==> config.mk <==
export PLATFORM = sky130hd
export DESIGN_NAME = aat_acq_ctrl
export DESIGN_NICKNAME = d
export VERILOG_FILES = /design/src/inc/aat_pkg.sv /design/src/verilog/aat_acq_ctrl.sv
export SDC_FILE = /design/constraint.sdc
export NUM_CORES = 1
export LEC_CHECK = 0
export BUFFER_PORTS_ARGS = -buffer_cell sky130_fd_sc_hd__buf_2
export CAP_MARGIN = 20
export CORE_ASPECT_RATIO = 0.7
export CORE_UTILIZATION = 58
export CTS_BUF_LIST = sky130_fd_sc_hd__clkbuf_4
export DETAILED_ROUTE_END_ITERATION = 10
export GPL_TIMING_DRIVEN = 0
export PLACE_DENSITY = 0.82
export SLEW_MARGIN = 20
export SYNTH_ARGS = -nofsm -noshare
export SYNTH_HDL_FRONTEND = slang
export SYNTH_SLANG_ARGS = --single-unit
==> constraint.sdc <==
create_clock -name clock -period 2.99 [get_ports clock]
set_input_delay 0.299 -clock clock [delete_from_list [all_inputs] [get_ports clock]]
set_output_delay 0.299 -clock clock [all_outputs]
set_load 0.005 [all_outputs]
==> src/inc/aat_pkg.sv <==
// shared constants and types for the acquisition arm and trigger control
package aat_pkg;

    // ==========================================================
    // timing
    localparam int CLK_PERIOD_NS = 4;
    localparam int SETUP_TIME_NS = 40;
    localparam int SETUP_CYCLES = (SETUP_TIME_NS + CLK_PERIOD_NS - 1) / CLK_PERIOD_NS;

    // ==========================================================
    // register map, byte addresses
    localparam int ADDR_W = 5;
    localparam logic [4:0] REG_CTRL = 5'h00;
    localparam logic [4:0] REG_CMD = 5'h04;
    localparam logic [4:0] REG_TRIG_CFG = 5'h08;
    localparam logic [4:0] REG_BURST_LEN = 5'h0c;
    localparam logic [4:0] REG_STATUS = 5'h10;
    localparam logic [4:0] REG_DROP_CNT = 5'h14;
    localparam logic [4:0] REG_FRAME_CNT = 5'h18;

    // ==========================================================
    // field positions
    localparam int CTRL_CONT_BIT = 0;
    localparam int CTRL_SEL_BIT = 1;
    localparam int CMD_ARM_BIT = 0;
    localparam int CMD_DISARM_BIT = 1;
    localparam int CMD_SWTRIG_BIT = 2;
    localparam int CFG_EN_BIT = 0;
    localparam int CFG_ORIGIN_LSB = 1;
    localparam int CFG_FALL_BIT = 3;
    localparam int STAT_STATE_LSB = 0;
    localparam int STAT_PEND_BIT = 3;
    localparam int STAT_CNT_LSB = 8;

    // ==========================================================
    // reset values and limits
    localparam logic [7:0] BURST_LEN_RST = 8'h01;
    localparam logic [7:0] BURST_LEN_MIN = 8'h01;
    localparam logic [7:0] BURST_LEN_MAX = 8'hff;
    localparam int LINE_COUNT = 2;

    // ==========================================================
    // types
    typedef enum logic [1:0] {
        AAT_ORG_SW,
        AAT_ORG_LINE1,
        AAT_ORG_LINE2,
        AAT_ORG_NONE
    } aat_origin_t;

    typedef struct packed {
        logic falling;
        aat_origin_t origin;
        logic enable;
    } aat_trig_cfg_t;

    localparam aat_trig_cfg_t TRIG_CFG_RST = '{falling: 1'b0, origin: AAT_ORG_SW, enable: 1'b0};

    typedef enum logic [2:0] {
        AAT_ST_IDLE,
        AAT_ST_SETUP,
        AAT_ST_WAIT_ARM,
        AAT_ST_WAIT_FRAME,
        AAT_ST_ACQ
    } aat_state_t;

endpackage : aat_pkg

==> src/verilog/aat_acq_ctrl.sv <==
// acquisition arm, burst-arming trigger and frame start gating with avalon-mm registers
//
// Function
// - no frame before an arm command
// - idle disarm stops acquisition at once
// - disarm mid-frame waits for frame end
// - run style: single frame or continuous
// - single style: one frame, then self-disarm
// - continuous: each trigger yields one frame
// - SETUP_CNT setup cycles per arm, no overlap
// - burst arming off: generated internally
// - burst arming on: wait, drop frame triggers
// - arming trigger opens frame trigger wait
// - burst count reached: back to arm wait
// - burst counting only while arming enabled
// - arming origin: software, line one, two
// - software command is one arming trigger
// - only the selected line arms
// - edge polarity picks rising or falling
// - single style ignores frames-per-burst
// - frames-per-burst accepts 1 to 255
// - frame trigger ignored outside frame wait
// - settings follow the trigger target selector
//
// Chosen here: register access over Avalon-MM and the register offsets.
`timescale 1ns/1ps

module aat_acq_ctrl
    import aat_pkg::*;
#(
    parameter int SETUP_CNT = SETUP_CYCLES,
    parameter int LINES = LINE_COUNT
) (
    // clock and reset
    input wire logic clock,
    input wire logic rst_n,
    // avalon-mm slave
    input wire logic [ADDR_W-1:0] avs_address,
    input wire logic avs_read,
    input wire logic avs_write,
    input wire logic [31:0] avs_writedata,
    input wire logic [3:0] avs_byteenable,
    output logic [31:0] avs_readdata,
    output logic avs_waitrequest,
    // hardware trigger input lines
    input wire logic [LINES-1:0] trig_line,
    // frame path
    output logic frame_start,
    output logic frame_active,
    input wire logic frame_done
);

    // ==========================================================
    // elaboration checks
    if (SETUP_CNT < 1 || SETUP_CNT > 255) begin : g_bad_setup
        $error("setup count must be 1 to 255");
    end
    if (LINES != 2) begin : g_bad_lines
        $error("exactly two trigger lines are served");
    end

    // ==========================================================
    // declarations
    aat_state_t state_q;
    logic cont_q;
    logic sel_arm_q;
    aat_trig_cfg_t arm_cfg_q;
    aat_trig_cfg_t fs_cfg_q;
    logic [7:0] burst_len_q;
    logic [7:0] burst_cnt_q;
    logic [7:0] setup_cnt_q;
    logic pend_q;
    logic [15:0] drop_cnt_q;
    logic [15:0] frame_cnt_q;
    logic ack_q;
    logic [31:0] rdata_q;
    logic frame_start_q;
    logic [LINES-1:0] sync1_q;
    logic [LINES-1:0] sync2_q;
    logic [LINES-1:0] prev_q;
    logic [LINES-1:0] rise;
    logic [LINES-1:0] fall;
    logic req;
    logic wr_en;
    logic cmd_arm;
    logic cmd_disarm;
    logic cmd_sw;
    logic arm_evt;
    logic fs_evt;
    logic [31:0] rd_mux;

    // ==========================================================
    // trigger line synchronisers and edge detection
    for (genvar i = 0; i < LINES; i++) begin : g_line
        always_ff @(posedge clock or negedge rst_n) begin
            if (!rst_n) begin
                sync1_q[i] <= 1'b0;
                sync2_q[i] <= 1'b0;
                prev_q[i] <= 1'b0;
            end else begin
                sync1_q[i] <= trig_line[i];
                sync2_q[i] <= sync1_q[i];
                prev_q[i] <= sync2_q[i];
            end
        end
        assign rise[i] = sync2_q[i] & ~prev_q[i];
        assign fall[i] = ~sync2_q[i] & prev_q[i];
    end

    // ==========================================================
    // trigger event selection
    function automatic logic trig_event(aat_trig_cfg_t cfg, logic sw_cmd, logic [1:0] r, logic [1:0] f);
        logic hit;
        hit = 1'b0;
        unique case (cfg.origin)
            AAT_ORG_SW: hit = sw_cmd;
            AAT_ORG_LINE1: hit = cfg.falling ? f[0] : r[0];
            AAT_ORG_LINE2: hit = cfg.falling ? f[1] : r[1];
            AAT_ORG_NONE: hit = 1'b0;
        endcase
        return hit;
    endfunction : trig_event

    // software trigger reaches only the selected target
    assign arm_evt = arm_cfg_q.enable ? trig_event(arm_cfg_q, cmd_sw & sel_arm_q, rise, fall) : 1'b1;
    assign fs_evt = fs_cfg_q.enable ? trig_event(fs_cfg_q, cmd_sw & ~sel_arm_q, rise, fall) : 1'b1;

    // ==========================================================
    // avalon-mm handshake: answer on the second edge of a request
    assign req = avs_read | avs_write;
    assign avs_waitrequest = req & ~ack_q;
    assign wr_en = avs_write & ack_q;
    assign cmd_arm = wr_en && avs_address == REG_CMD && avs_byteenable[0] && avs_writedata[CMD_ARM_BIT];
    assign cmd_disarm = wr_en && avs_address == REG_CMD && avs_byteenable[0] && avs_writedata[CMD_DISARM_BIT];
    assign cmd_sw = wr_en && avs_address == REG_CMD && avs_byteenable[0] && avs_writedata[CMD_SWTRIG_BIT];

    always_ff @(posedge clock or negedge rst_n) begin
        if (!rst_n) begin
            ack_q <= 1'b0;
        end else begin
            ack_q <= req & ~ack_q;
        end
    end

    always_comb begin
        rd_mux = 32'h0000_0000;
        unique case (avs_address)
            REG_CTRL: begin
                rd_mux[CTRL_CONT_BIT] = cont_q;
                rd_mux[CTRL_SEL_BIT] = sel_arm_q;
            end
            REG_TRIG_CFG: rd_mux[CFG_FALL_BIT:CFG_EN_BIT] = sel_arm_q ? arm_cfg_q : fs_cfg_q;
            REG_BURST_LEN: rd_mux[7:0] = burst_len_q;
            REG_STATUS: begin
                rd_mux[STAT_STATE_LSB +: 3] = state_q;
                rd_mux[STAT_PEND_BIT] = pend_q;
                rd_mux[STAT_CNT_LSB +: 8] = burst_cnt_q;
            end
            REG_DROP_CNT: rd_mux[15:0] = drop_cnt_q;
            REG_FRAME_CNT: rd_mux[15:0] = frame_cnt_q;
            default: rd_mux = 32'h0000_0000;
        endcase
    end

    always_ff @(posedge clock or negedge rst_n) begin
        if (!rst_n) begin
            rdata_q <= 32'h0000_0000;
        end else if (avs_read && !ack_q) begin
            rdata_q <= rd_mux;
        end
    end
    assign avs_readdata = rdata_q;

    // ==========================================================
    // configuration registers
    always_ff @(posedge clock or negedge rst_n) begin
        if (!rst_n) begin
            cont_q <= 1'b0;
            sel_arm_q <= 1'b0;
        end else if (wr_en && avs_address == REG_CTRL && avs_byteenable[0]) begin
            cont_q <= avs_writedata[CTRL_CONT_BIT];
            sel_arm_q <= avs_writedata[CTRL_SEL_BIT];
        end
    end

    always_ff @(posedge clock or negedge rst_n) begin
        if (!rst_n) begin
            arm_cfg_q <= TRIG_CFG_RST;
            fs_cfg_q <= TRIG_CFG_RST;
        end else if (wr_en && avs_address == REG_TRIG_CFG && avs_byteenable[0]) begin
            if (sel_arm_q) begin
                arm_cfg_q <= aat_trig_cfg_t'(avs_writedata[CFG_FALL_BIT:CFG_EN_BIT]);
            end else begin
                fs_cfg_q <= aat_trig_cfg_t'(avs_writedata[CFG_FALL_BIT:CFG_EN_BIT]);
            end
        end
    end

    // out-of-range lengths are dropped, the old value stays
    always_ff @(posedge clock or negedge rst_n) begin
        if (!rst_n) begin
            burst_len_q <= BURST_LEN_RST;
        end else if (wr_en && avs_address == REG_BURST_LEN && avs_byteenable[0]) begin
            if (avs_writedata[7:0] >= BURST_LEN_MIN && avs_writedata[7:0] <= BURST_LEN_MAX) begin
                burst_len_q <= avs_writedata[7:0];
            end
        end
    end

    // ==========================================================
    // acquisition state machine
    always_ff @(posedge clock or negedge rst_n) begin
        if (!rst_n) begin
            state_q <= AAT_ST_IDLE;
        end else begin
            unique case (state_q)
                AAT_ST_IDLE: begin
                    if (cmd_arm) begin
                        state_q <= AAT_ST_SETUP;
                    end
                end
                AAT_ST_SETUP: begin
                    if (cmd_disarm) begin
                        state_q <= AAT_ST_IDLE;
                    end else if (setup_cnt_q == 8'(SETUP_CNT - 1)) begin
                        state_q <= arm_cfg_q.enable ? AAT_ST_WAIT_ARM : AAT_ST_WAIT_FRAME;
                    end
                end
                AAT_ST_WAIT_ARM: begin
                    if (cmd_disarm) begin
                        state_q <= AAT_ST_IDLE;
                    end else if (arm_evt) begin
                        state_q <= AAT_ST_WAIT_FRAME;
                    end
                end
                AAT_ST_WAIT_FRAME: begin
                    if (cmd_disarm) begin
                        state_q <= AAT_ST_IDLE;
                    end else if (fs_evt) begin
                        state_q <= AAT_ST_ACQ;
                    end
                end
                AAT_ST_ACQ: begin
                    if (frame_done) begin
                        if (!cont_q || pend_q || cmd_disarm) begin
                            state_q <= AAT_ST_IDLE;
                        end else if (arm_cfg_q.enable && burst_cnt_q == burst_len_q) begin
                            state_q <= AAT_ST_WAIT_ARM;
                        end else begin
                            state_q <= AAT_ST_WAIT_FRAME;
                        end
                    end
                end
                default: state_q <= AAT_ST_IDLE;
            endcase
        end
    end

    // setup cycle counter
    always_ff @(posedge clock or negedge rst_n) begin
        if (!rst_n) begin
            setup_cnt_q <= 8'h00;
        end else if (state_q == AAT_ST_SETUP) begin
            setup_cnt_q <= setup_cnt_q + 8'h01;
        end else begin
            setup_cnt_q <= 8'h00;
        end
    end

    // disarm held until the running frame ends
    always_ff @(posedge clock or negedge rst_n) begin
        if (!rst_n) begin
            pend_q <= 1'b0;
        end else if (state_q != AAT_ST_ACQ) begin
            pend_q <= 1'b0;
        end else if (cmd_disarm) begin
            pend_q <= 1'b1;
        end
    end

    // frame start triggers counted since the last arming trigger
    always_ff @(posedge clock or negedge rst_n) begin
        if (!rst_n) begin
            burst_cnt_q <= 8'h00;
        end else if (state_q == AAT_ST_IDLE) begin
            burst_cnt_q <= 8'h00;
        end else if (state_q == AAT_ST_WAIT_ARM && arm_evt && !cmd_disarm) begin
            burst_cnt_q <= 8'h00;
        end else if (state_q == AAT_ST_WAIT_FRAME && fs_evt && !cmd_disarm && arm_cfg_q.enable) begin
            burst_cnt_q <= burst_cnt_q + 8'h01;
        end
    end

    // enabled frame triggers, from a line or software, refused outside the frame wait
    always_ff @(posedge clock or negedge rst_n) begin
        if (!rst_n) begin
            drop_cnt_q <= 16'h0000;
        end else if (fs_cfg_q.enable && fs_evt && state_q != AAT_ST_WAIT_FRAME) begin
            drop_cnt_q <= drop_cnt_q + 16'h0001;
        end
    end

    // ==========================================================
    // frame path outputs
    always_ff @(posedge clock or negedge rst_n) begin
        if (!rst_n) begin
            frame_start_q <= 1'b0;
        end else begin
            frame_start_q <= state_q == AAT_ST_WAIT_FRAME && fs_evt && !cmd_disarm;
        end
    end

    always_ff @(posedge clock or negedge rst_n) begin
        if (!rst_n) begin
            frame_cnt_q <= 16'h0000;
        end else if (frame_start_q) begin
            frame_cnt_q <= frame_cnt_q + 16'h0001;
        end
    end

    assign frame_start = frame_start_q;
    assign frame_active = state_q == AAT_ST_ACQ;

endmodule : aat_acq_ctrl
== Word-level counts from Yosys, hierarchy flattened ==
Cells that the tools add are included.

* Register bits: 94
* Bits of input ports: 48
* Logic and storage cells: 137

* Add/sub/neg operators: 4
* $lt $le $gt $ge: 2
* Equal/unequal tests: 25
* Multiplexer cells: 31
* Bitwise operators: 15
* Reduce and logical (&&, ||, !) cells: 36

{| class="wikitable"
|+ Operators by type and width
! operator !! count
|-
| $add A16 B1 Y16 const B || 2
|-
| $mux W8 || 4
|-
| $mux W3 || 8
|-
| $pmux W8 S3 || 1
|-
| $logic_and A1 B1 Y1 || 21
|-
| $add A8 B1 Y8 const B || 2
|-
| $eq A5 B5 Y1 const B || 3
|-
| $pmux W3 S5 || 1
|-
| $ne A3 B3 Y1 const B || 4
|-
| $pmux W2 S6 || 1
|-
| $pmux W4 S3 || 1
|-
| $eq A5 B4 Y1 const B || 2
|-
| $mux W1 || 10
|-
| $pmux W2 S5 || 1
|-
| $and A1 B1 Y1 || 8
|-
| $eq A2 B2 Y1 const B || 4
|-
| $eq A8 B4 Y1 const B || 1
|-
| $eq A8 B8 Y1 || 1
|-
| $ge A8 B1 Y1 const B || 1
|-
| $le A8 B8 Y1 const B || 1
|-
| $pmux W1 S4 || 2
|-
| $eq A3 B2 Y1 const B || 2
|-
| $not A1 Y1 || 6
|-
| $reduce_and A2 Y1 || 3
|-
| 18 further kinds || 23
|}

== Depth between registers and ports, before layout ==
Gate-level depths: netlist of run 1.

* Depth after elaboration: 13
* Depth in mapped cells: 9
* Gate-level depth less buffers: 7

== Least setup slack after synthesis of run 1 ==
Ideal clock, no wire load.

* Kind: flip-flop to flip-flop
* From: register sel_arm_q
* To: register burst_cnt_q[3]
* Setup time: 79 ps
* Arrival time: 2022 ps
* Setup slack: 889 ps
* Cell stages (with the launch flop): 8
* Buffers on the path: 2
* Cell sequence: dfrtp_1 clkbuf_1 nor4b_1 nand3_2 nor4bb_1 buf_2 or4_1 a21oi_1

* Word-level cells in the longest chain between the ends: 8

{| class="wikitable"
|+ RTL lines
! item !! line !! RTL
|-
| start: declaration || aat_acq_ctrl.sv:66 || <nowiki>logic sel_arm_q;</nowiki>
|-
| start signal: assignment || aat_acq_ctrl.sv:182 || <nowiki>sel_arm_q <= avs_writedata[CTRL_SEL_BIT];</nowiki>
|-
| $not A1 Y1 (no line) || - ||
|-
| $and A1 B1 Y1 || aat_acq_ctrl.sv:126 || <nowiki>assign fs_evt = fs_cfg_q.enable ? trig_event(fs_cfg_q, cmd_sw & ~sel_arm_q, rise, fall) : 1'b1;</nowiki>
|-
| $pmux W1 S4 || aat_acq_ctrl.sv:115 || <nowiki>unique case (cfg.origin)</nowiki>
|-
| $mux W1 || aat_acq_ctrl.sv:126 ||
|-
| $logic_and A1 B1 Y1 (3 in series) || aat_acq_ctrl.sv:289 || <nowiki>end else if (state_q == AAT_ST_WAIT_FRAME && fs_evt && !cmd_disarm && arm_cfg_q.enable) begin</nowiki>
|-
| $reduce_bool A3 Y1 (no line) || - ||
|-
| end signal: assignment || aat_acq_ctrl.sv:290 || <nowiki>burst_cnt_q <= burst_cnt_q + 8'h01;</nowiki>
|-
| end: declaration || aat_acq_ctrl.sv:70 || <nowiki>logic [7:0] burst_cnt_q;</nowiki>
|}

Parallel ways exist; a longest one is shown, timed or not.
A chain may end at the register's enable or synchronous reset.

== Worst setup path in the final report of run 1 ==
* From: register sel_arm_q
* To: register burst_cnt_q[2]

Same word-level chain as after synthesis.

==> run_summary.xml, run 1 <==
<?xml version="1.0" encoding="UTF-8"?>
<metrics>
  <group name="critical_path">
    <metric name="critical_path.reg2reg.endpoint" unit="">burst_cnt_q[2]</metric>
    <metric name="ff2ff_path_depth" unit="">6</metric>
    <metric name="startpoint" unit="">sel_arm_q</metric>
    <metric name="timing_worst_setup_path_type" unit="">reg -&gt; reg</metric>
    <metric name="rrSetupSlack" unit="ns">0.53</metric>
    <metric name="timing.critical_path.required" unit="ns">3.30</metric>
    <metric name="worstSetupEndpointType" unit="">register</metric>
    <metric name="arrival" unit="ns">2.77</metric>
    <metric name="crit-reg2reg-launch" unit="">sel_arm_q</metric>
    <metric name="critical_path.startpoint_type" unit="">register</metric>
    <metric name="critical_path.max_stage_delay" unit="ns">0.91</metric>
    <metric name="critical_path_cell_with_the_highest_stage_delay" unit="">a211oi_1</metric>
    <metric name="timing.critical_path.cells" unit="">clkbuf_1, nor4bb_1, a31o_2, o31ai_1, a211oi_1, a21oi_1</metric>
    <metric name="critical_path.max_fanout" unit="">10</metric>
  </group>
  <group name="sta">
    <metric name="tightest_slew" unit="ns">1.08</metric>
    <metric name="timing.final.crit_share" unit="%">82.3</metric>
    <metric name="period_needed" unit="ns">2.46</metric>
    <metric name="max_slew_margin" unit="%">27.6</metric>
    <metric name="finClkSkew" unit="ns">0.0154</metric>
    <metric name="fin_tns_setup" unit="ns">0</metric>
    <metric name="rsz_0062_raised_after_global_routing" unit="">no</metric>
    <metric name="achievable-frequency" unit="MHz">406</metric>
    <metric name="report.final.setup_viol" unit="">0</metric>
    <metric name="report.final.slew_viol_count" unit="">0</metric>
    <metric name="hold_viol" unit="">0</metric>
  </group>
  <group name="min_path">
    <metric name="timing.hold.worst.start" unit="">frame_done</metric>
    <metric name="hold_path_end" unit="">state_q[2]</metric>
    <metric name="hold-path-cell-count" unit="">2</metric>
    <metric name="path_type_of_the_worst_min_delay_path" unit="">in -&gt; reg</metric>
  </group>
  <group name="placement">
    <metric name="gpl.final_weighted_congestion" unit="">0.927</metric>
    <metric name="dpl-instance-area" unit="mm2">0.00529</metric>
    <metric name="dp.final_hpwl" unit="mm">8.58</metric>
    <metric name="io_buf_count" unit="">37</metric>
  </group>
  <group name="power_and_ir_drop">
    <metric name="cellInternalPower" unit="mW">1.73</metric>
    <metric name="clock_power_share" unit="%">23.1</metric>
    <metric name="power.share.sequential" unit="%">58.9</metric>
    <metric name="power-per-cell-area" unit="mW/mm2">465</metric>
    <metric name="p_switching" unit="mW">0.791</metric>
    <metric name="worst_ir_drop_vdd" unit="mV">0.384</metric>
    <metric name="netSwitchingFraction" unit="%">31.3</metric>
    <metric name="power.static_leakage" unit="nW">2.40</metric>
    <metric name="power.combinational.fraction" unit="%">18.0</metric>
  </group>
  <group name="die">
    <metric name="chipHeight" unit="um">78.8</metric>
    <metric name="floorplan.initialDensity" unit="%">61.1</metric>
    <metric name="design.core.area" unit="mm2">0.00801</metric>
    <metric name="io_pins" unit="">83</metric>
    <metric name="dieWidth" unit="um">112</metric>
    <metric name="die_ar" unit="mm2">0.00881</metric>
    <metric name="row_count" unit="">27</metric>
  </group>
  <group name="logic_synthesis">
    <metric name="yosysTopAreaCell" unit="">dfrtp_1</metric>
    <metric name="synthAdderAreaFrac" unit="%">1.28</metric>
    <metric name="synth-seq-cells" unit="">94</metric>
    <metric name="synth.area.top_cells" unit="">dfrtp_1 48%, mux2_2 4.6%, xor2_1 4.1%, xnor2_1 3.8%, nand3_1 3.2%</metric>
    <metric name="postSynth.topFlopCell" unit="">dfrtp_1</metric>
    <metric name="ys.warnings.count" unit="">0</metric>
    <metric name="synth.distinct_cells" unit="">57</metric>
    <metric name="synth_simple_gate_area_share" unit="%">17.2</metric>
    <metric name="synth_compound_gate_area_share" unit="%">14.6</metric>
    <metric name="post_synth_xor_area_fraction" unit="%">7.88</metric>
    <metric name="multiplexer_fraction_of_the_synthesized_cell_area" unit="%">5.42</metric>
    <metric name="syn_inst" unit="">479</metric>
    <metric name="syn-cell-area" unit="mm2">0.00489</metric>
    <metric name="synth.yosys.seq_area_share" unit="%">48.1</metric>
    <metric name="synth-edff-count" unit="">0</metric>
    <metric name="async_flop_share" unit="%">100</metric>
    <metric name="mean_syn_cell_area" unit="um2">10.2</metric>
    <metric name="largest_family_of_logic_cells_by_synthesized_area" unit="">simple AND/OR/NAND/NOR gates</metric>
    <metric name="synth_largest_type_area_fraction" unit="%">47.6</metric>
  </group>
  <group name="detailed_routing">
    <metric name="final_antenna_net_count" unit="">0</metric>
    <metric name="wl_cell" unit="um">17.9</metric>
    <metric name="postRouteWirelength" unit="mm">11.6</metric>
    <metric name="drc" unit="">3</metric>
    <metric name="vias" unit="">3983</metric>
    <metric name="first_pass_iters" unit="">9</metric>
    <metric name="dr.first_iter.drc_count" unit="">340</metric>
    <metric name="vias_per_cell" unit="">6.12</metric>
  </group>
  <group name="finish">
    <metric name="layout-drive-gt1-share" unit="%">18.5</metric>
    <metric name="area.growth.synth_to_final" unit="%">11.1</metric>
    <metric name="antenna_cells_inserted" unit="">0</metric>
    <metric name="final_cell_area" unit="mm2">0.00543</metric>
    <metric name="layout.nets" unit="">599</metric>
    <metric name="mostFrequentLayoutCells" unit="">93 x dfrtp_1, 40 x buf_2, 35 x nand2_1</metric>
    <metric name="commonest_non_fill_non_tap_cell_in_the_layout" unit="">dfrtp_1</metric>
  </group>
  <group name="flow_run">
    <metric name="drv_cap" unit="">0</metric>
  </group>
  <group name="clock_tree">
    <metric name="post-cts-setup-buffers" unit="">0</metric>
    <metric name="cts_root_buf" unit="">clkbuf_4</metric>
    <metric name="cts.path.max_buffers" unit="">2</metric>
    <metric name="cts_tree" unit="">yes</metric>
    <metric name="cts_sinks" unit="">94</metric>
    <metric name="insertion_delay" unit="ns">0.47</metric>
    <metric name="cts-resized-gates" unit="">0</metric>
    <metric name="clk_transition_reported_paths" unit="ns">0.13</metric>
    <metric name="ctsHtreeMaxLevel" unit="">3</metric>
    <metric name="numCtsBuffers" unit="">9</metric>
  </group>
  <group name="global_route">
    <metric name="initial_antenna_violation_count" unit="">0</metric>
    <metric name="gr-usage-all-layers" unit="%">28.2</metric>
    <metric name="grt_pass1_vias" unit="">3680</metric>
    <metric name="global_route_wire_length_before_repair" unit="mm">18.8</metric>
    <metric name="overflow_left_after_global_routing" unit="">0</metric>
    <metric name="pin_count_of_the_biggest_net_entering_global_routing" unit="">69</metric>
  </group>
  <group name="run_status">
    <metric name="violations" unit="">DRC</metric>
    <metric name="run_status" unit="">complete, but fails checks</metric>
  </group>
</metrics>
[cells in the mapped netlist (2+ instances only)]
cell type and count:
clkbuf_1 15, dfrtp_1 93, mux2i_1 4, o31ai_1 4, nor4_1 5, nand3_1 31, a21o_1 4, a21boi_0 2
and2_1 2, a2111oi_0 4, buf_4 16, inv_1 15, a22o_1 12, a21oi_1 27, xnor2_1 21, nor2_1 24
a222oi_1 6, nand4_1 9, or3b_2 4, nor4b_1 2, nor4bb_1 3, o21ai_0 21, nand3b_1 6, mux2_2 20
xor2_1 23, nand2b_1 5, a211oi_1 12, ha_1 5, a32oi_1 2, or4_1 4, a31oi_1 3, and3_1 6
or3_1 4, and4b_1 2, o22ai_1 2, nand2_1 35, nor3_1 3, buf_2 4
[per-layer routing]
metal	share of wire [%]	global-route usage (%)	wire (um)
met1	47	40.6	5430
met2	43	41.1	5060
met3	8.5	7.71	990
met4	1.4	9.32	160
met5	0	0	0
[sequential cells by signal, summed over array words and instances (netlist names), 3 cells and up]
signal / cells
arm_cfg_q: 4
avs_readdata: 16
burst_cnt_q: 8
burst_len_q: 8
drop_cnt_q: 16
frame_cnt_q: 16
fs_cfg_q: 4
setup_cnt_q: 8
state_q: 3
[timing repair]
| action | CTS | global route |
|---|---|---|
| endpoints found under the hold margin | 35 | 0 |
| hold buffers | 3 | 0 |
| setup endpoints to repair | 0 | 0 |
[power groups by stage]
stage / logic [mW] / clock network, mW / registers, mW
finish: 0.454 / 0.583 / 1.49
global route: 0.508 / 0.650 / 1.51
CTS: 0.452 / 0.600 / 1.49
detailed placement: 0.445 / 0 / 1.51
global placement: 0.417 / 0 / 1.50
floorplan: 0.310 / 0 / 1.47
[cells by family after synthesis]
kind of cell / count (synthesis)
adder cells (fa/ha/maj): 5
AO/OA/AOI/OAI: 106
flip-flops: 94
buffers and inverters: 52
AND/OR/NAND/NOR: 153
multiplexers: 24
other: 1
XOR/XNOR: 44
[worst max-delay path: cells and delay by family (launching register included)]
family | cells | cell delay [ns]
flip-flops | 1 | 0.34
AO/OA/AOI/OAI | 4 | 1.28
buffers and inverters | 1 | 0.42
AND/OR/NAND/NOR | 1 | 0.27
[worst max path at each step]
stage / to / depth (start not counted)
CTS: burst_cnt_q[4] / 6
floorplan: burst_cnt_q[3] / 7
global placement: burst_cnt_q[6] / 6
detailed placement: avs_readdata[13] / 7
global route: burst_cnt_q[3] / 8
finish: burst_cnt_q[2] / 6
[metrics by stage]
step | power [mW] | setup WS [ns] | std cells | hold slack [ns] | utilization, %
6_report | 2.53 | 0.528 | 651 | 0.0656 | 67.8
5_1_grt | 2.66 | 0.316 | 651 | 0.0287 | 67.8
4_1_cts | 2.54 | 0.583 | 651 | 0.0376 | 67.8
3_5_place_dp | 1.95 | 0.556 | 633 | 0.177 | 66.1
3_3_place_gp | 1.92 | 0.616 | 632 | 0.333 | 65.7
2_1_floorplan | 1.78 | 0.889 | 494 | 0.00341 | -
[area by class of cell]
| cell class | count | area (um2) |
|---|---|---|
| clock buffers | 10 | 75.1 |
| inverters | 15 | 56.3 |
| clock inverters | 5 | 27.5 |
| well taps | 101 | 126 |
| multi-input cells | 348 | 2340 |
| flip-flops and latches | 94 | 2350 |
| plain buffers | 37 | 205 |
| repair buffers | 41 | 249 |
| fillers | 638 | 2570 |
Note: power is estimated with default switching activity, not from simulation.
==> run 2: changes to the inputs <==
clock period = 2.3 ns   (was 2.99 ns; I/O delays follow)
==> run_summary.xml, run 2 (synthesis gave the netlist of run 1 again) <==
<?xml version="1.0" encoding="UTF-8"?>
<metrics>
  <group name="detailed_routing">
    <metric name="first_pass_iters" unit="">8</metric>
    <metric name="wl_cell" unit="um">18.0</metric>
    <metric name="vias" unit="">4006</metric>
    <metric name="dr.first_iter.drc_count" unit="">388</metric>
    <metric name="vias_per_cell" unit="">6.10</metric>
    <metric name="drc" unit="">3</metric>
    <metric name="final_antenna_net_count" unit="">0</metric>
    <metric name="postRouteWirelength" unit="mm">11.8</metric>
  </group>
  <group name="min_path">
    <metric name="hold-path-cell-count" unit="">2</metric>
    <metric name="path_type_of_the_worst_min_delay_path" unit="">in -&gt; reg</metric>
    <metric name="timing.hold.worst.start" unit="">avs_writedata[6]</metric>
  </group>
  <group name="power_and_ir_drop">
    <metric name="worst_ir_drop_vdd" unit="mV">0.512</metric>
    <metric name="power-per-cell-area" unit="mW/mm2">595</metric>
    <metric name="power.static_leakage" unit="nW">2.44</metric>
    <metric name="total_power" unit="mW">3.30</metric>
  </group>
  <group name="global_route">
    <metric name="overflow_left_after_global_routing" unit="">0</metric>
    <metric name="initial_antenna_violation_count" unit="">0</metric>
    <metric name="pin_count_of_the_biggest_net_entering_global_routing" unit="">69</metric>
    <metric name="global_route_wire_length_before_repair" unit="mm">19.0</metric>
    <metric name="gr-usage-all-layers" unit="%">28.4</metric>
    <metric name="grt_pass1_vias" unit="">3726</metric>
  </group>
  <group name="critical_path">
    <metric name="timing_worst_setup_path_type" unit="">reg -&gt; reg</metric>
    <metric name="worstSetupEndpointType" unit="">register</metric>
    <metric name="timing.critical_path.cells" unit="">or3b_2, a21oi_2, nor4bb_1, buf_2, clkbuf_1, o31ai_1, a21oi_1</metric>
    <metric name="ff2ff_path_depth" unit="">7</metric>
    <metric name="critical_path_buf_inv_count" unit="">2</metric>
    <metric name="timing.critical_path.required" unit="ns">2.63</metric>
    <metric name="critical_path_cell_with_the_highest_stage_delay" unit="">or3b_2</metric>
    <metric name="arrival" unit="ns">2.52</metric>
    <metric name="crit_family" unit="">simple AND/OR/NAND/NOR gates</metric>
    <metric name="startpoint" unit="">fs_cfg_q[3]</metric>
    <metric name="critical_path.max_stage_delay" unit="ns">0.51</metric>
    <metric name="crit_cells" unit="">7</metric>
    <metric name="critical_path.max_fanout" unit="">10</metric>
    <metric name="crit-reg2reg-launch" unit="">fs_cfg_q[3]</metric>
    <metric name="critical_path.startpoint_type" unit="">register</metric>
  </group>
  <group name="die">
    <metric name="chipHeight" unit="um">78.8</metric>
    <metric name="floorplan.initialDensity" unit="%">61.1</metric>
    <metric name="design.core.area" unit="mm2">0.00801</metric>
    <metric name="die_ar" unit="mm2">0.00881</metric>
    <metric name="row_count" unit="">27</metric>
    <metric name="io_pins" unit="">83</metric>
    <metric name="dieWidth" unit="um">112</metric>
  </group>
  <group name="clock_tree">
    <metric name="cts_tree" unit="">yes</metric>
    <metric name="cts.path.max_buffers" unit="">2</metric>
    <metric name="clk_transition_reported_paths" unit="ns">0.13</metric>
    <metric name="numCtsBuffers" unit="">9</metric>
    <metric name="cts_root_buf" unit="">clkbuf_4</metric>
    <metric name="cts_sinks" unit="">94</metric>
    <metric name="insertion_delay" unit="ns">0.47</metric>
    <metric name="ctsHtreeMaxLevel" unit="">3</metric>
  </group>
  <group name="sta">
    <metric name="max_slew_margin" unit="%">43.8</metric>
    <metric name="tightest_slew" unit="ns">0.836</metric>
    <metric name="fin_ws" unit="ns">0.117</metric>
    <metric name="hold_viol" unit="">0</metric>
    <metric name="finClkSkew" unit="ns">0.0140</metric>
    <metric name="report.final.slew_viol_count" unit="">0</metric>
    <metric name="period_needed" unit="ns">2.18</metric>
    <metric name="timing.final.crit_share" unit="%">94.9</metric>
    <metric name="achievable-frequency" unit="MHz">458</metric>
    <metric name="report.final.setup_viol" unit="">0</metric>
  </group>
  <group name="run_status">
    <metric name="violations" unit="">DRC</metric>
    <metric name="run_status" unit="">complete, but fails checks</metric>
  </group>
  <group name="placement">
    <metric name="place_ws" unit="ns">-0.0784</metric>
    <metric name="dp.final_hpwl" unit="mm">8.58</metric>
    <metric name="gpl.final_weighted_congestion" unit="">0.927</metric>
    <metric name="io_buf_count" unit="">37</metric>
  </group>
  <group name="finish">
    <metric name="layout.nets" unit="">605</metric>
    <metric name="commonest_non_fill_non_tap_cell_in_the_layout" unit="">dfrtp_1</metric>
    <metric name="mostFrequentLayoutCells" unit="">93 x dfrtp_1, 40 x buf_2, 35 x nand2_1</metric>
    <metric name="layout.core_utilization" unit="%">69.4</metric>
    <metric name="layout-drive-gt1-share" unit="%">20.7</metric>
    <metric name="area.growth.synth_to_final" unit="%">13.6</metric>
    <metric name="regArea" unit="mm2">0.00235</metric>
    <metric name="footprint_of_the_multi_input_gates" unit="mm2">0.00240</metric>
    <metric name="antenna_cells_inserted" unit="">0</metric>
    <metric name="final_layout_fill_cell_count" unit="">627</metric>
  </group>
  <group name="flow_run">
    <metric name="drv_cap" unit="">0</metric>
  </group>
</metrics>
-- run 2: area by class of cell --
cell class	count	area share (%)
Buffer	37	3.74
Clock buffer	10	1.35
Clock inverter	5	0.495
Inverter	15	1.01
Multi-Input combinational cell	348	43.3
Sequential cell	94	42.4
Tap cell	101	2.27
Timing Repair Buffer	47	5.52
-- run 2: worst paths after layout --
kind	slack, ns	endpoint
worst max-delay path	0.12	burst_cnt_q[4]
min in group asynchronous	0.18	drop_cnt_q[6]
worst min-delay path	0.03	burst_len_q[6]
worst min register to register	0.38	sync2_q[0]
max in group asynchronous	1.49	burst_len_q[0]
worst max register to register	0.12	burst_cnt_q[4]
-- run 2: per-layer routing --
| layer | up-vias | wire [um] | share of wire, % | global-route usage, % |
|---|---|---|---|---|
| met2 | 187 | 5120 | 43 | 41.6 |
| met5 | - | 0 | 0 | 0 |
| met1 | 1938 | 5540 | 47 | 40.4 |
| met4 | 0 | 208 | 1.8 | 9.46 |
| li1 | 1860 | - | - | - |
| met3 | 21 | 968 | 8.2 | 8.47 |
-- run 2: power by group --
| group | leakage [nW] | switching (mW) | internal (mW) |
|---|---|---|---|
| Sequential | 1.20 | 0.159 | 1.78 |
| Clock | 0.0533 | 0.540 | 0.219 |
| Combinational | 1.18 | 0.342 | 0.266 |
| Total | 2.44 | 1.04 | 2.26 |
-- run 2: repair_timing --
item,4_1_cts,5_1_grt
hold buffers,6,2
pin swaps,0,1
resized for setup,4,12
hold endpoints to repair,98,2
setup buffers,0,1
setup endpoints to repair,10,22
-- run 2: metrics by stage --
stage                     area, um2  cells  hold WS [ns]  setup TNS (ns)
final                          5560    657        0.0262               0
after global routing           5560    657       0.00305         -0.0127
after CTS                      5470    654      0.000669               0
after detailed placement       5290    633         0.108          -0.861
after global placement         5260    632         0.333          -0.254
after floorplan                4950    494       -0.0656               0
==> run 3: changes to the inputs <==
SETUP_SLACK_MARGIN = 0.3   (was not set)
==> run_summary.xml, run 3 (synthesis gave the netlist of run 1 again) <==
<?xml version="1.0" encoding="UTF-8"?>
<metrics>
  <group name="critical_path">
    <metric name="crit_family" unit="">simple AND/OR/NAND/NOR gates</metric>
    <metric name="worstSetupEndpointType" unit="">register</metric>
    <metric name="timing.critical_path.cells" unit="">or3b_4, a21oi_4, nor2_2, clkbuf_4, a211oi_1, xor2_1</metric>
    <metric name="critical_path.max_stage_delay" unit="ns">0.43</metric>
    <metric name="critical_path.max_fanout" unit="">10</metric>
    <metric name="critical_path_buf_inv_count" unit="">1</metric>
    <metric name="timing_worst_setup_path_type" unit="">reg -&gt; reg</metric>
    <metric name="critical_path.startpoint_type" unit="">register</metric>
    <metric name="critical_path_cell_with_the_highest_stage_delay" unit="">dfrtp_1</metric>
    <metric name="arrival" unit="ns">2.37</metric>
    <metric name="timing.critical_path.required" unit="ns">2.69</metric>
  </group>
  <group name="die">
    <metric name="io_pins" unit="">83</metric>
    <metric name="row_count" unit="">27</metric>
    <metric name="die_ar" unit="mm2">0.00881</metric>
    <metric name="dieWidth" unit="um">112</metric>
    <metric name="design.core.area" unit="mm2">0.00801</metric>
    <metric name="chipHeight" unit="um">78.8</metric>
    <metric name="floorplan.initialDensity" unit="%">61.1</metric>
  </group>
  <group name="placement">
    <metric name="dp.final_hpwl" unit="mm">8.74</metric>
    <metric name="io_buf_count" unit="">37</metric>
    <metric name="gpl.final_weighted_congestion" unit="">0.953</metric>
    <metric name="dpl-instance-area" unit="mm2">0.00530</metric>
  </group>
  <group name="clock_tree">
    <metric name="cts_tree" unit="">yes</metric>
    <metric name="cts_root_buf" unit="">clkbuf_4</metric>
    <metric name="cts.path.max_buffers" unit="">2</metric>
    <metric name="insertion_delay" unit="ns">0.45</metric>
    <metric name="clk_transition_reported_paths" unit="ns">0.14</metric>
    <metric name="numCtsBuffers" unit="">9</metric>
    <metric name="cts_sinks" unit="">94</metric>
    <metric name="ctsHtreeMaxLevel" unit="">3</metric>
  </group>
  <group name="sta">
    <metric name="max_slew_margin" unit="%">55.8</metric>
    <metric name="rsz_0062_raised_after_global_routing" unit="">yes</metric>
    <metric name="report.final.setup_viol" unit="">0</metric>
    <metric name="achievable-frequency" unit="MHz">503</metric>
    <metric name="hold_ws" unit="ns">0.0362</metric>
    <metric name="finClkSkew" unit="ns">0.0174</metric>
    <metric name="period_needed" unit="ns">1.99</metric>
    <metric name="timing.final.crit_share" unit="%">86.5</metric>
    <metric name="tightest_slew" unit="ns">0.662</metric>
    <metric name="report.final.slew_viol_count" unit="">0</metric>
    <metric name="hold_viol" unit="">0</metric>
  </group>
  <group name="detailed_routing">
    <metric name="vias_per_cell" unit="">6.20</metric>
    <metric name="first_pass_iters" unit="">8</metric>
    <metric name="drc" unit="">6</metric>
    <metric name="dr.first_iter.drc_count" unit="">452</metric>
    <metric name="final_antenna_net_count" unit="">0</metric>
    <metric name="postRouteWirelength" unit="mm">12.4</metric>
    <metric name="wl_cell" unit="um">18.7</metric>
    <metric name="vias" unit="">4094</metric>
  </group>
  <group name="global_route">
    <metric name="initial_antenna_violation_count" unit="">0</metric>
    <metric name="overflow_left_after_global_routing" unit="">0</metric>
    <metric name="pin_count_of_the_biggest_net_entering_global_routing" unit="">78</metric>
    <metric name="global_route_wire_length_before_repair" unit="mm">19.9</metric>
    <metric name="grt_pass1_vias" unit="">3819</metric>
    <metric name="gr-usage-all-layers" unit="%">29.4</metric>
  </group>
  <group name="finish">
    <metric name="antenna_cells_inserted" unit="">0</metric>
    <metric name="area.growth.synth_to_final" unit="%">17.8</metric>
    <metric name="commonest_non_fill_non_tap_cell_in_the_layout" unit="">dfrtp_1</metric>
    <metric name="layout-drive-gt1-share" unit="%">26.8</metric>
    <metric name="layout.nets" unit="">609</metric>
    <metric name="final_layout_fill_cell_count" unit="">584</metric>
    <metric name="final_cell_area" unit="mm2">0.00576</metric>
    <metric name="mostFrequentLayoutCells" unit="">90 x dfrtp_1, 39 x buf_2, 34 x nand2_1</metric>
  </group>
  <group name="flow_run">
    <metric name="drv_cap" unit="">0</metric>
  </group>
  <group name="power_and_ir_drop">
    <metric name="power.static_leakage" unit="nW">2.51</metric>
    <metric name="power-per-cell-area" unit="mW/mm2">603</metric>
    <metric name="worst_ir_drop_vdd" unit="mV">0.445</metric>
  </group>
  <group name="run_status">
    <metric name="run_status" unit="">complete, but fails checks</metric>
    <metric name="violations" unit="">DRC</metric>
  </group>
  <group name="min_path">
    <metric name="path_type_of_the_worst_min_delay_path" unit="">in -&gt; reg</metric>
  </group>
</metrics>
==> run 3: changes by cell type in the layout (fill, tap and decap cells not counted), sizes merged <==
cell,previous run,this run
clkinv,3,1
bufinv,0,1
clkbuf,26,25
dlygate4sd3,8,4
buf,60,71
clkinvlp,2,0
==> run 3: metrics by stage <==
step / utilization, % / power (mW) / setup slack [ns] / instances / TNS [ns]
after floorplan: - / 2.32 / 0.318 / 494 / 0
after global routing: 71.9 / 3.63 / 0.263 / 660 / 0
final: 71.9 / 3.47 / 0.310 / 660 / 0
after CTS: 70.1 / 3.45 / 0.305 / 656 / 0
after global placement: 65.8 / 2.49 / -0.000251 / 632 / -0.000251
after detailed placement: 66.2 / 2.54 / -0.0720 / 633 / -0.642
==> run 3: where the power goes <==
part	switching [mW]	total [mW]	internal [mW]
clock network	0.528	0.885	0.357
logic	0.359	0.648	0.289
registers	0.160	1.94	1.78
==> run 3: per-layer routing <==
metal,part of all wire (%),GRT usage (%),up-vias
met5,0,0,-
li1,-,-,1860
met1,45,42.2,2005
met4,1.6,8.24,0
met3,9.6,7.40,23
met2,44,44.4,206
==> run 3: repair_timing <==
action                                  in CTS  in global routing
hold endpoints to repair                    96                  0
endpoints found under the setup margin      26                 25
buffers inserted                             5                  4
pin swaps                                    8                 14
gates resized for setup                     28                 32
hold buffers                                 4                  0
==> run 3: final cells by class <==
class / count / area (um2) / area share, %
Clock inverter: 2 / 35.0 / 0.608
Sequential cell: 94 / 2360 / 40.9
Timing Repair Buffer: 51 / 327 / 5.67
Tap cell: 101 / 126 / 2.19
Multi-Input combinational cell: 348 / 2530 / 44.0
Inverter: 15 / 56.3 / 0.977
Clock buffer: 12 / 90.1 / 1.56
Buffer: 37 / 234 / 4.06
==> run 3: path summary, 6_finish.rpt <==
| path | startpoint | endpoint | slack, ns | cells after the start |
|---|---|---|---|---|
| worst max-delay path | prev_q[1] | drop_cnt_q[8] | 0.31 | 6 |
| worst min-delay path | avs_writedata[7] | burst_len_q[7] | 0.04 | 3 |
| worst max register to register | prev_q[1] | drop_cnt_q[8] | 0.31 | 6 |
| worst min register to register | sync1_q[0] | sync2_q[0] | 0.36 | 0 |
| max in group asynchronous | rst_n | burst_len_q[0] | 1.51 | 3 |
| min in group asynchronous | rst_n | fs_cfg_q[3] | 0.17 | 2 |
==> run 3: worst register-to-register path, cell delays in order, from the launching register on <==
cell and delay (ns):
dfrtp_1 0.43, or3b_4 0.43, a21oi_4 0.20, nor2_2 0.13, clkbuf_4 0.24, a211oi_1 0.31
xor2_1 0.19
